[config.mk]
export PLATFORM = sky130hd
export DESIGN_NAME = hot_swap_capability_regs
export DESIGN_NICKNAME = d
export VERILOG_FILES = /design/src/verilog/hot_swap_pkg.sv /design/src/verilog/hot_swap_capability_regs.sv
export SDC_FILE = /design/constraint.sdc
export NUM_CORES = 1
export LEC_CHECK = 0
export BUFFER_PORTS_ARGS = -buffer_cell sky130_fd_sc_hd__buf_4
export CAP_MARGIN = 20
export CORE_MARGIN = 3
export CORE_UTILIZATION = 45
export CTS_BUF_LIST = sky130_fd_sc_hd__clkbuf_16
export DETAILED_ROUTE_END_ITERATION = 10
export GPL_TIMING_DRIVEN = 0
export PLACE_DENSITY_LB_ADDON = 0.12
export SYNTH_ARGS = -nofsm -noshare
export SYNTH_HDL_FRONTEND = slang
export SYNTH_SLANG_ARGS = --single-unit
[constraint.sdc]
create_clock -name i_clk -period 2.95 [get_ports i_clk]
set_input_delay 0.295 -clock i_clk [delete_from_list [all_inputs] [get_ports i_clk]]
set_output_delay 0.295 -clock i_clk [all_outputs]
set_load 0.1 [all_outputs]
[src/verilog/hot_swap_pkg.sv]
`default_nettype none
package hot_swap_pkg;
    // byte addresses in configuration space
    localparam logic [7:0] CAP_ID_OFFSET   = 8'h5c;
    localparam logic [7:0] NEXT_PTR_OFFSET = 8'h5d;
    localparam logic [7:0] CSR_OFFSET      = 8'h5e;
    localparam logic [7:0] CAP_ID_VALUE    = 8'h06;
    localparam logic [7:0] NEXT_PTR_VALUE  = 8'h00;
    localparam logic [7:0] CSR_RESET       = 8'h00;
    // field positions in the control/status byte
    localparam int ARRIVAL_BIT = 7;
    localparam int REMOVAL_BIT = 6;
    localparam int LAMP_BIT    = 3;
    localparam int MASK_BIT    = 1;

    typedef struct packed {
        logic       rd;
        logic       wr;
        logic [7:0] addr;
        logic [7:0] wdata;
    } cfg_req_t;
endpackage
`default_nettype wire
[src/verilog/hot_swap_capability_regs.sv]
`timescale 1ns/1ns
`default_nettype none
// Function
// - capability id reads 06h, writes ignored
// - next pointer reads 00h
// - arrival set after reset when ready, no removal
// - removal set on ejector open without arrival
// - software never sets arrival or removal
// - either flag drives notify output
// - mask 0 enables, 1 suppresses; resets 0
// - flags update independent of mask
// - indicator high after reset until ready
// - then indicator follows lamp bit, resets 0
// - reserved bits 5,4,2,0 read zero
module hot_swap_capability_regs (
    input  wire logic                   i_clk,
    input  wire logic                   i_reset,
    input  wire hot_swap_pkg::cfg_req_t i_cfg,
    input  wire logic                   i_rom_preload_busy,
    input  wire logic                   i_ejector_open_state,
    output logic [7:0]                  o_rdata,
    output logic                        o_hot_swap_notify_out,
    output logic                        o_swap_indicator_out
);
    // ****************************************
    // control/status state
    // ****************************************
    logic board_arrival_flag_reg;
    logic removal_pending_flag_reg;
    logic lamp_control_bit_reg;
    logic notify_out_mask_reg;
    logic reset_hold_reg;
    logic arrival_armed_reg;
    logic ejector_prev_reg;
    logic ready;
    logic csr_wr;
    logic arrival_set;
    logic removal_set;

    assign ready  = !i_rom_preload_busy && !i_ejector_open_state;
    assign csr_wr = i_cfg.wr && i_cfg.addr == hot_swap_pkg::CSR_OFFSET;
    // arrival is reported once per bus reset, not every time the ejector closes
    assign arrival_set = arrival_armed_reg && ready && !removal_pending_flag_reg;
    assign removal_set = i_ejector_open_state && !ejector_prev_reg && !board_arrival_flag_reg;

    // the edge detector resets to the closed level, so an ejector already open through reset counts as an opening
    always_ff @(posedge i_clk) begin
        if (i_reset) begin
            arrival_armed_reg <= 1'b1;
            ejector_prev_reg  <= 1'b0;
        end else begin
            ejector_prev_reg <= i_ejector_open_state;
            if (arrival_set) begin
                arrival_armed_reg <= 1'b0;
            end
        end
    end

    // set wins over a write-one clear; writes can only clear
    always_ff @(posedge i_clk) begin
        if (i_reset) begin
            board_arrival_flag_reg <= 1'b0;
        end else if (arrival_set) begin
            board_arrival_flag_reg <= 1'b1;
        end else if (csr_wr && i_cfg.wdata[hot_swap_pkg::ARRIVAL_BIT]) begin
            board_arrival_flag_reg <= 1'b0;
        end
    end

    always_ff @(posedge i_clk) begin
        if (i_reset) begin
            removal_pending_flag_reg <= 1'b0;
        end else if (removal_set) begin
            removal_pending_flag_reg <= 1'b1;
        end else if (csr_wr && i_cfg.wdata[hot_swap_pkg::REMOVAL_BIT]) begin
            removal_pending_flag_reg <= 1'b0;
        end
    end

    always_ff @(posedge i_clk) begin
        if (i_reset) begin
            lamp_control_bit_reg <= 1'b0;
            notify_out_mask_reg  <= 1'b0;
        end else if (csr_wr) begin
            lamp_control_bit_reg <= i_cfg.wdata[hot_swap_pkg::LAMP_BIT];
            notify_out_mask_reg  <= i_cfg.wdata[hot_swap_pkg::MASK_BIT];
        end
    end

    // a slow preload keeps the lamp lit, the cue that the board is not yet usable
    always_ff @(posedge i_clk) begin
        if (i_reset) begin
            reset_hold_reg <= 1'b1;
        end else if (ready) begin
            reset_hold_reg <= 1'b0;
        end
    end

    // ****************************************
    // outputs
    // ****************************************
    always_ff @(posedge i_clk) begin
        if (i_reset) begin
            o_hot_swap_notify_out <= 1'b0;
            o_swap_indicator_out  <= 1'b1;
        end else begin
            o_hot_swap_notify_out <= (board_arrival_flag_reg || removal_pending_flag_reg)
                                     && !notify_out_mask_reg;
            o_swap_indicator_out  <= reset_hold_reg ? 1'b1 : lamp_control_bit_reg;
        end
    end

    always_ff @(posedge i_clk) begin
        if (i_reset) begin
            o_rdata <= 8'h00;
        end else if (i_cfg.rd) begin
            unique case (i_cfg.addr)
                hot_swap_pkg::CAP_ID_OFFSET:   o_rdata <= hot_swap_pkg::CAP_ID_VALUE;
                hot_swap_pkg::NEXT_PTR_OFFSET: o_rdata <= hot_swap_pkg::NEXT_PTR_VALUE;
                hot_swap_pkg::CSR_OFFSET:      o_rdata <= {board_arrival_flag_reg, removal_pending_flag_reg,
                                                           2'b00, lamp_control_bit_reg, 1'b0,
                                                           notify_out_mask_reg, 1'b0};
                default:                       o_rdata <= 8'h00;
            endcase
        end
    end

    // ****************************************
    // checks
    // ****************************************
    a_cap_id_read: assert property (@(posedge i_clk) disable iff (i_reset)
        i_cfg.rd && i_cfg.addr == hot_swap_pkg::CAP_ID_OFFSET |=> o_rdata == 8'h06)
        else $error("capability id wrong");
    a_next_ptr_read: assert property (@(posedge i_clk) disable iff (i_reset)
        i_cfg.rd && i_cfg.addr == hot_swap_pkg::NEXT_PTR_OFFSET |=> o_rdata == 8'h00)
        else $error("next pointer wrong");
    a_reserved_zero: assert property (@(posedge i_clk) disable iff (i_reset)
        i_cfg.rd && i_cfg.addr == hot_swap_pkg::CSR_OFFSET |=> (o_rdata & 8'h35) == 8'h00)
        else $error("reserved bits not zero");
    a_arrival_sets: assert property (@(posedge i_clk) disable iff (i_reset)
        arrival_set |=> board_arrival_flag_reg)
        else $error("arrival not set");
    a_removal_sets: assert property (@(posedge i_clk) disable iff (i_reset)
        i_ejector_open_state && !$past(i_ejector_open_state) && !board_arrival_flag_reg |=> removal_pending_flag_reg)
        else $error("removal not set");
    a_no_sw_set: assert property (@(posedge i_clk) disable iff (i_reset)
        $rose(board_arrival_flag_reg) |-> $past(arrival_set))
        else $error("arrival set without cause");
    a_notify_drive: assert property (@(posedge i_clk) disable iff (i_reset)
        (board_arrival_flag_reg || removal_pending_flag_reg) && !notify_out_mask_reg |=> o_hot_swap_notify_out)
        else $error("notify not driven");
    a_mask_blocks: assert property (@(posedge i_clk) disable iff (i_reset)
        notify_out_mask_reg |=> !o_hot_swap_notify_out)
        else $error("mask ignored");
    a_indicator_hold: assert property (@(posedge i_clk) disable iff (i_reset)
        reset_hold_reg |=> o_swap_indicator_out)
        else $error("indicator not held high");
    a_indicator_lamp: assert property (@(posedge i_clk) disable iff (i_reset)
        !reset_hold_reg |=> o_swap_indicator_out == $past(lamp_control_bit_reg))
        else $error("indicator not following lamp");
    a_clear_one: assert property (@(posedge i_clk) disable iff (i_reset)
        csr_wr && i_cfg.wdata[7] && !arrival_set |=> !board_arrival_flag_reg)
        else $error("arrival not cleared");

    // ****************************************
    // flag checks
    // ****************************************
    // each flag moves only through its own set term or a write-one clear
    a_set_wins_arrival: assert property (@(posedge i_clk) disable iff (i_reset)
        arrival_set && csr_wr && i_cfg.wdata[hot_swap_pkg::ARRIVAL_BIT] |=> board_arrival_flag_reg)
        else $error("arrival lost to clear");

    a_set_wins_removal: assert property (@(posedge i_clk) disable iff (i_reset)
        removal_set && csr_wr && i_cfg.wdata[hot_swap_pkg::REMOVAL_BIT] |=> removal_pending_flag_reg)
        else $error("removal lost to clear");

    a_arrival_ready: assert property (@(posedge i_clk) disable iff (i_reset)
        $rose(board_arrival_flag_reg) |-> $past(!i_rom_preload_busy && !i_ejector_open_state
                                               && !removal_pending_flag_reg))
        else $error("arrival set while not ready");

    a_arrival_once: assert property (@(posedge i_clk) disable iff (i_reset)
        !arrival_armed_reg && !board_arrival_flag_reg |=> !board_arrival_flag_reg)
        else $error("arrival set twice");

    a_removal_edge: assert property (@(posedge i_clk) disable iff (i_reset)
        $rose(removal_pending_flag_reg) |-> $past(i_ejector_open_state && !board_arrival_flag_reg))
        else $error("removal set without opening");

    a_no_sw_removal: assert property (@(posedge i_clk) disable iff (i_reset)
        $rose(removal_pending_flag_reg) |-> $past(removal_set))
        else $error("removal set without cause");

    a_arrival_steady: assert property (@(posedge i_clk) disable iff (i_reset)
        !arrival_set && !(csr_wr && i_cfg.wdata[hot_swap_pkg::ARRIVAL_BIT])
        |=> board_arrival_flag_reg == $past(board_arrival_flag_reg))
        else $error("arrival moved by itself");

    a_removal_steady: assert property (@(posedge i_clk) disable iff (i_reset)
        !removal_set && !(csr_wr && i_cfg.wdata[hot_swap_pkg::REMOVAL_BIT])
        |=> removal_pending_flag_reg == $past(removal_pending_flag_reg))
        else $error("removal moved by itself");

    a_removal_clear: assert property (@(posedge i_clk) disable iff (i_reset)
        csr_wr && i_cfg.wdata[hot_swap_pkg::REMOVAL_BIT] && !removal_set |=> !removal_pending_flag_reg)
        else $error("removal not cleared");

    a_sets_exclusive: assert property (@(posedge i_clk) disable iff (i_reset)
        removal_set |-> !arrival_set)
        else $error("arrival and removal set together");

    // the mask only gates the pin, so events must still land with it set
    a_mask_arrival: assert property (@(posedge i_clk) disable iff (i_reset)
        notify_out_mask_reg && arrival_set |=> board_arrival_flag_reg)
        else $error("masked arrival lost");

    a_mask_removal: assert property (@(posedge i_clk) disable iff (i_reset)
        notify_out_mask_reg && removal_set |=> removal_pending_flag_reg)
        else $error("masked removal lost");

    // ****************************************
    // control checks
    // ****************************************
    // writes elsewhere in the capability must leave the control bits alone
    a_mask_write: assert property (@(posedge i_clk) disable iff (i_reset)
        csr_wr |=> notify_out_mask_reg == $past(i_cfg.wdata[hot_swap_pkg::MASK_BIT]))
        else $error("mask not written");

    a_lamp_write: assert property (@(posedge i_clk) disable iff (i_reset)
        csr_wr |=> lamp_control_bit_reg == $past(i_cfg.wdata[hot_swap_pkg::LAMP_BIT]))
        else $error("lamp not written");

    a_other_wr_ignored: assert property (@(posedge i_clk) disable iff (i_reset)
        i_cfg.wr && i_cfg.addr != hot_swap_pkg::CSR_OFFSET
        |=> $stable(lamp_control_bit_reg) && $stable(notify_out_mask_reg))
        else $error("stray write landed");

    // ****************************************
    // output checks
    // ****************************************
    a_notify_cause: assert property (@(posedge i_clk) disable iff (i_reset)
        o_hot_swap_notify_out |-> $past(board_arrival_flag_reg || removal_pending_flag_reg))
        else $error("notify without flag");

    a_notify_unmasked: assert property (@(posedge i_clk) disable iff (i_reset)
        o_hot_swap_notify_out |-> !$past(notify_out_mask_reg))
        else $error("notify while masked");

    a_notify_idle: assert property (@(posedge i_clk) disable iff (i_reset)
        !board_arrival_flag_reg && !removal_pending_flag_reg |=> !o_hot_swap_notify_out)
        else $error("notify with no flag");

    // the hold is one-way; only a second bus reset brings it back
    a_hold_release: assert property (@(posedge i_clk) disable iff (i_reset)
        reset_hold_reg && ready |=> !reset_hold_reg)
        else $error("hold not released");

    a_hold_wait: assert property (@(posedge i_clk) disable iff (i_reset)
        reset_hold_reg && !ready |=> reset_hold_reg)
        else $error("hold released early");

    a_hold_gone: assert property (@(posedge i_clk) disable iff (i_reset)
        !reset_hold_reg |=> !reset_hold_reg)
        else $error("hold came back");

    a_indicator_low: assert property (@(posedge i_clk) disable iff (i_reset)
        !o_swap_indicator_out |-> !$past(reset_hold_reg) && !$past(lamp_control_bit_reg))
        else $error("indicator low without cause");

    // ****************************************
    // read checks
    // ****************************************
    // read data stands between reads, so a host may take it late
    a_unmapped_zero: assert property (@(posedge i_clk) disable iff (i_reset)
        i_cfg.rd && i_cfg.addr != hot_swap_pkg::CAP_ID_OFFSET && i_cfg.addr != hot_swap_pkg::NEXT_PTR_OFFSET
        && i_cfg.addr != hot_swap_pkg::CSR_OFFSET |=> o_rdata == 8'h00)
        else $error("unmapped read not zero");

    a_rdata_stands: assert property (@(posedge i_clk) disable iff (i_reset)
        !i_cfg.rd |=> $stable(o_rdata))
        else $error("read data moved");

    a_csr_flags_read: assert property (@(posedge i_clk) disable iff (i_reset)
        i_cfg.rd && i_cfg.addr == hot_swap_pkg::CSR_OFFSET
        |=> o_rdata[hot_swap_pkg::ARRIVAL_BIT] == $past(board_arrival_flag_reg)
            && o_rdata[hot_swap_pkg::REMOVAL_BIT] == $past(removal_pending_flag_reg))
        else $error("flags read wrong");

    a_lamp_read: assert property (@(posedge i_clk) disable iff (i_reset)
        i_cfg.rd && i_cfg.addr == hot_swap_pkg::CSR_OFFSET
        |=> o_rdata[hot_swap_pkg::LAMP_BIT] == $past(lamp_control_bit_reg))
        else $error("lamp read wrong");

    a_mask_read: assert property (@(posedge i_clk) disable iff (i_reset)
        i_cfg.rd && i_cfg.addr == hot_swap_pkg::CSR_OFFSET
        |=> o_rdata[hot_swap_pkg::MASK_BIT] == $past(notify_out_mask_reg))
        else $error("mask read wrong");

    a_cap_after_write: assert property (@(posedge i_clk) disable iff (i_reset)
        i_cfg.wr && i_cfg.addr == hot_swap_pkg::CAP_ID_OFFSET
        ##1 i_cfg.rd && i_cfg.addr == hot_swap_pkg::CAP_ID_OFFSET
        |=> o_rdata == hot_swap_pkg::CAP_ID_VALUE)
        else $error("capability id took a write");

    a_next_after_write: assert property (@(posedge i_clk) disable iff (i_reset)
        i_cfg.wr && i_cfg.addr == hot_swap_pkg::NEXT_PTR_OFFSET
        ##1 i_cfg.rd && i_cfg.addr == hot_swap_pkg::NEXT_PTR_OFFSET
        |=> o_rdata == hot_swap_pkg::NEXT_PTR_VALUE)
        else $error("next pointer took a write");

    c_arrival:  cover property (@(posedge i_clk) disable iff (i_reset) $rose(board_arrival_flag_reg));
    c_removal:  cover property (@(posedge i_clk) disable iff (i_reset) $rose(removal_pending_flag_reg));
    c_masked:   cover property (@(posedge i_clk) disable iff (i_reset)
        board_arrival_flag_reg && notify_out_mask_reg);
    c_lamp_off: cover property (@(posedge i_clk) disable iff (i_reset) $fell(o_swap_indicator_out));
    c_hold_end: cover property (@(posedge i_clk) disable iff (i_reset) $fell(reset_hold_reg));
endmodule
`default_nettype wire

==> qor.csv <==
metric,value,unit
report.final.hold_viol_count,0,
clock.fmax,862,MHz
min_path_type,in -> reg,
powerDensity,598,nW/um^2
final_common_cell,buf_4,
cpLargestDelayFamily,flip-flops,
path_max_fanout,2,
timing.rr.end,board_arrival_flag_reg$_SDFFE_PP0P_,
sequential_cell_area,280,sq um
crit_buf_inv,1,
layout.nets,116,
num_rows,12,
power,0.000529,W
grt_antenna_before_repair,0,
cts-resized-gates,0,
r2r_start,removal_pending_flag_reg$_SDFFE_PP0P_,
grt_max_degree,11,
ir_worst_vdd,0.434,mV
final_cell_mix,"buf_4, dfxtp_1, nand2b_1",
cts.hold.buffers_added,0,
ant_nets,0,
drive_gt1_share,37.6,%
dr.pass1.iters,4,
die_area,1810,sq um
p_leak,0.390,nW
grt_pass1_wl,2.12,mm
stdcell_area,885,sq um
place.gp.congestion,0.658,
wl_per_cell,11.4,um
hpwlAfterDp,974,um
synth_area,601,sq um
fp.dieW,42.5,um
fin_util,75.5,%
skew,2.86,ps
area_growth,47.3,%
cts.sinks,14,
holdWs,268,ps
min_to,ejector_prev_reg$_SDFF_PP0_,
crit_chain,buf_4,
port_buffers,24,
track_usage,15.3,%
largest_reg_flops,5,
drt-total-wl,1.22,mm
reg2reg_depth,3,
viasPerCell,4.99,
die_h,42.5,um
multi_input_area,283,sq um
ctsLongestPathBuffers,2,
n_antenna_cell,0,
synthDistinctLibCells,27,
synth_seq_area_share,46.7,%
setup_viol_count_final,0,
fin_crit_sh,39.3,%
path_clk_slew,50,ps
crit_path_max_incr_delay,330,ps
first_iter_violations,6,
cp_slowest_cell,dfxtp_1,
tns,0,ps
ios,32,
via_count,534,
core_area,1170,sq um
ys_ff_latch,14,
path_class,reg -> out,
clk_latency,240,ps
rrSetupSlack,1850,ps
path_depth,1,
run_status,finished clean,
post-route-drc-count,0,
htreeDepth,1,
critPathArrivalTime,860,ps
yosys_warnings,0,
period_needed,1160,ps
clk_root_buffer_cell,clkbuf_16,
synth_cells,63,
globalRouteOverflowTotal,0,
top_register,o_rdata,
slew_violations,0,
syn_area_per_cell,9.53,sq um
hp-start,i_reset,
dpl_cell_area,806,sq um
min_path_cells,2,
startpoint_type,flip-flop,
cts_tree,done,
post_cts_buffers,0,
crit_required,2650,ps
cts_made_buffers,3,
maxCapViolations,0,
end_kind,primary output,
grt_pass1_vias,514,
start_util,51.3,%
grt_setup_unrepaired,no,
fillCellCount,87,
==> per-layer routing <==
metal	up-vias	GRT usage, %	wire, um
li1	272	-	-
met1	234	19.1	545
met2	24	24.0	546
met5	-	0	0
met4	0	7.45	20
met3	4	4.29	106
==> worst max-delay path by stage <==
stage                                                from                                  end  slack [ps]
floorplan                         o_rdata[2]$_SDFFE_PP0P_              o_rdata[2]$_SDFFE_PP0P_        1700
global placement                                i_cfg[15]    lamp_control_bit_reg$_SDFFE_PP0N_        1670
detailed placement                              i_cfg[15]     notify_out_mask_reg$_SDFFE_PP0N_        1620
CTS                               o_rdata[3]$_SDFFE_PP0P_                           o_rdata[3]        1790
global route        removal_pending_flag_reg$_SDFFE_PP0P_  board_arrival_flag_reg$_SDFFE_PP0P_        1730
finish                            o_rdata[2]$_SDFFE_PP0P_                           o_rdata[2]        1790
==> area by class of cell <==
| type | instances | area share [%] |
|---|---|---|
| well taps | 14 | 1.98 |
| inverters | 2 | 0.849 |
| plain buffers | 5 | 4.24 |
| clock inverters | 1 | 0.424 |
| multi-input cells | 44 | 32.0 |
| flip-flops and latches | 14 | 31.7 |
| repair buffers | 24 | 20.4 |
| clock buffers | 3 | 8.49 |
==> cell families (layout without fill, tap and decap cells) <==
family	after synthesis	in the layout	synth area share, %
DFF	14	14	46.7
AOI/OAI and AO/OA	12	12	15.2
and+or+nand+nor	27	27	26.7
buffers and inverters	7	35	7.50
other	1	3	0.624
muxes	2	2	3.33
==> power breakdown <==
group | internal [W] | total (W) | switching [W]
sequential | 0.000197 | 0.000201 | 0.00000411
clock | 0.000179 | 0.000252 | 0.0000729
combinational | 0.0000291 | 0.0000765 | 0.0000474
==> through the flow <==
stage,instances,setup slack [ps]
floorplan,65,1700
global placement,103,1670
detailed placement,103,1620
CTS,107,1790
global route,107,1730
finish,107,1790
==> cell usage after synthesis <==
| cell | count | share of area [%] |
|---|---|---|
| a211oi_2 | 2 | 4.2 |
| a21boi_0 | 1 | 1.3 |
| a21oi_1 | 3 | 2.5 |
| and2b_1 | 1 | 1.3 |
| and4_4 | 1 | 1.9 |
| and4b_1 | 1 | 1.7 |
| buf_4 | 3 | 3.7 |
| buf_6 | 1 | 1.9 |
| clkbuf_1 | 1 | 0.62 |
| conb_1 | 1 | 0.62 |
| dfxtp_1 | 14 | 47 |
| inv_1 | 2 | 1.3 |
| mux2i_1 | 2 | 3.3 |
| nand2_1 | 6 | 3.7 |
| nand2b_1 | 7 | 7.3 |
| nand3_1 | 1 | 0.83 |
| nand4_1 | 1 | 1.0 |
| nor2_1 | 3 | 1.9 |
| nor2b_1 | 1 | 1.0 |
| nor3_1 | 2 | 1.7 |
| nor3b_1 | 1 | 1.3 |
| nor3b_2 | 1 | 2.1 |
| o2111ai_1 | 1 | 1.5 |
| o21ai_0 | 1 | 0.83 |
| o21bai_1 | 1 | 1.3 |
| o31ai_1 | 3 | 3.7 |
| or3_1 | 1 | 1.0 |
(Power assumes the default switching activity.)
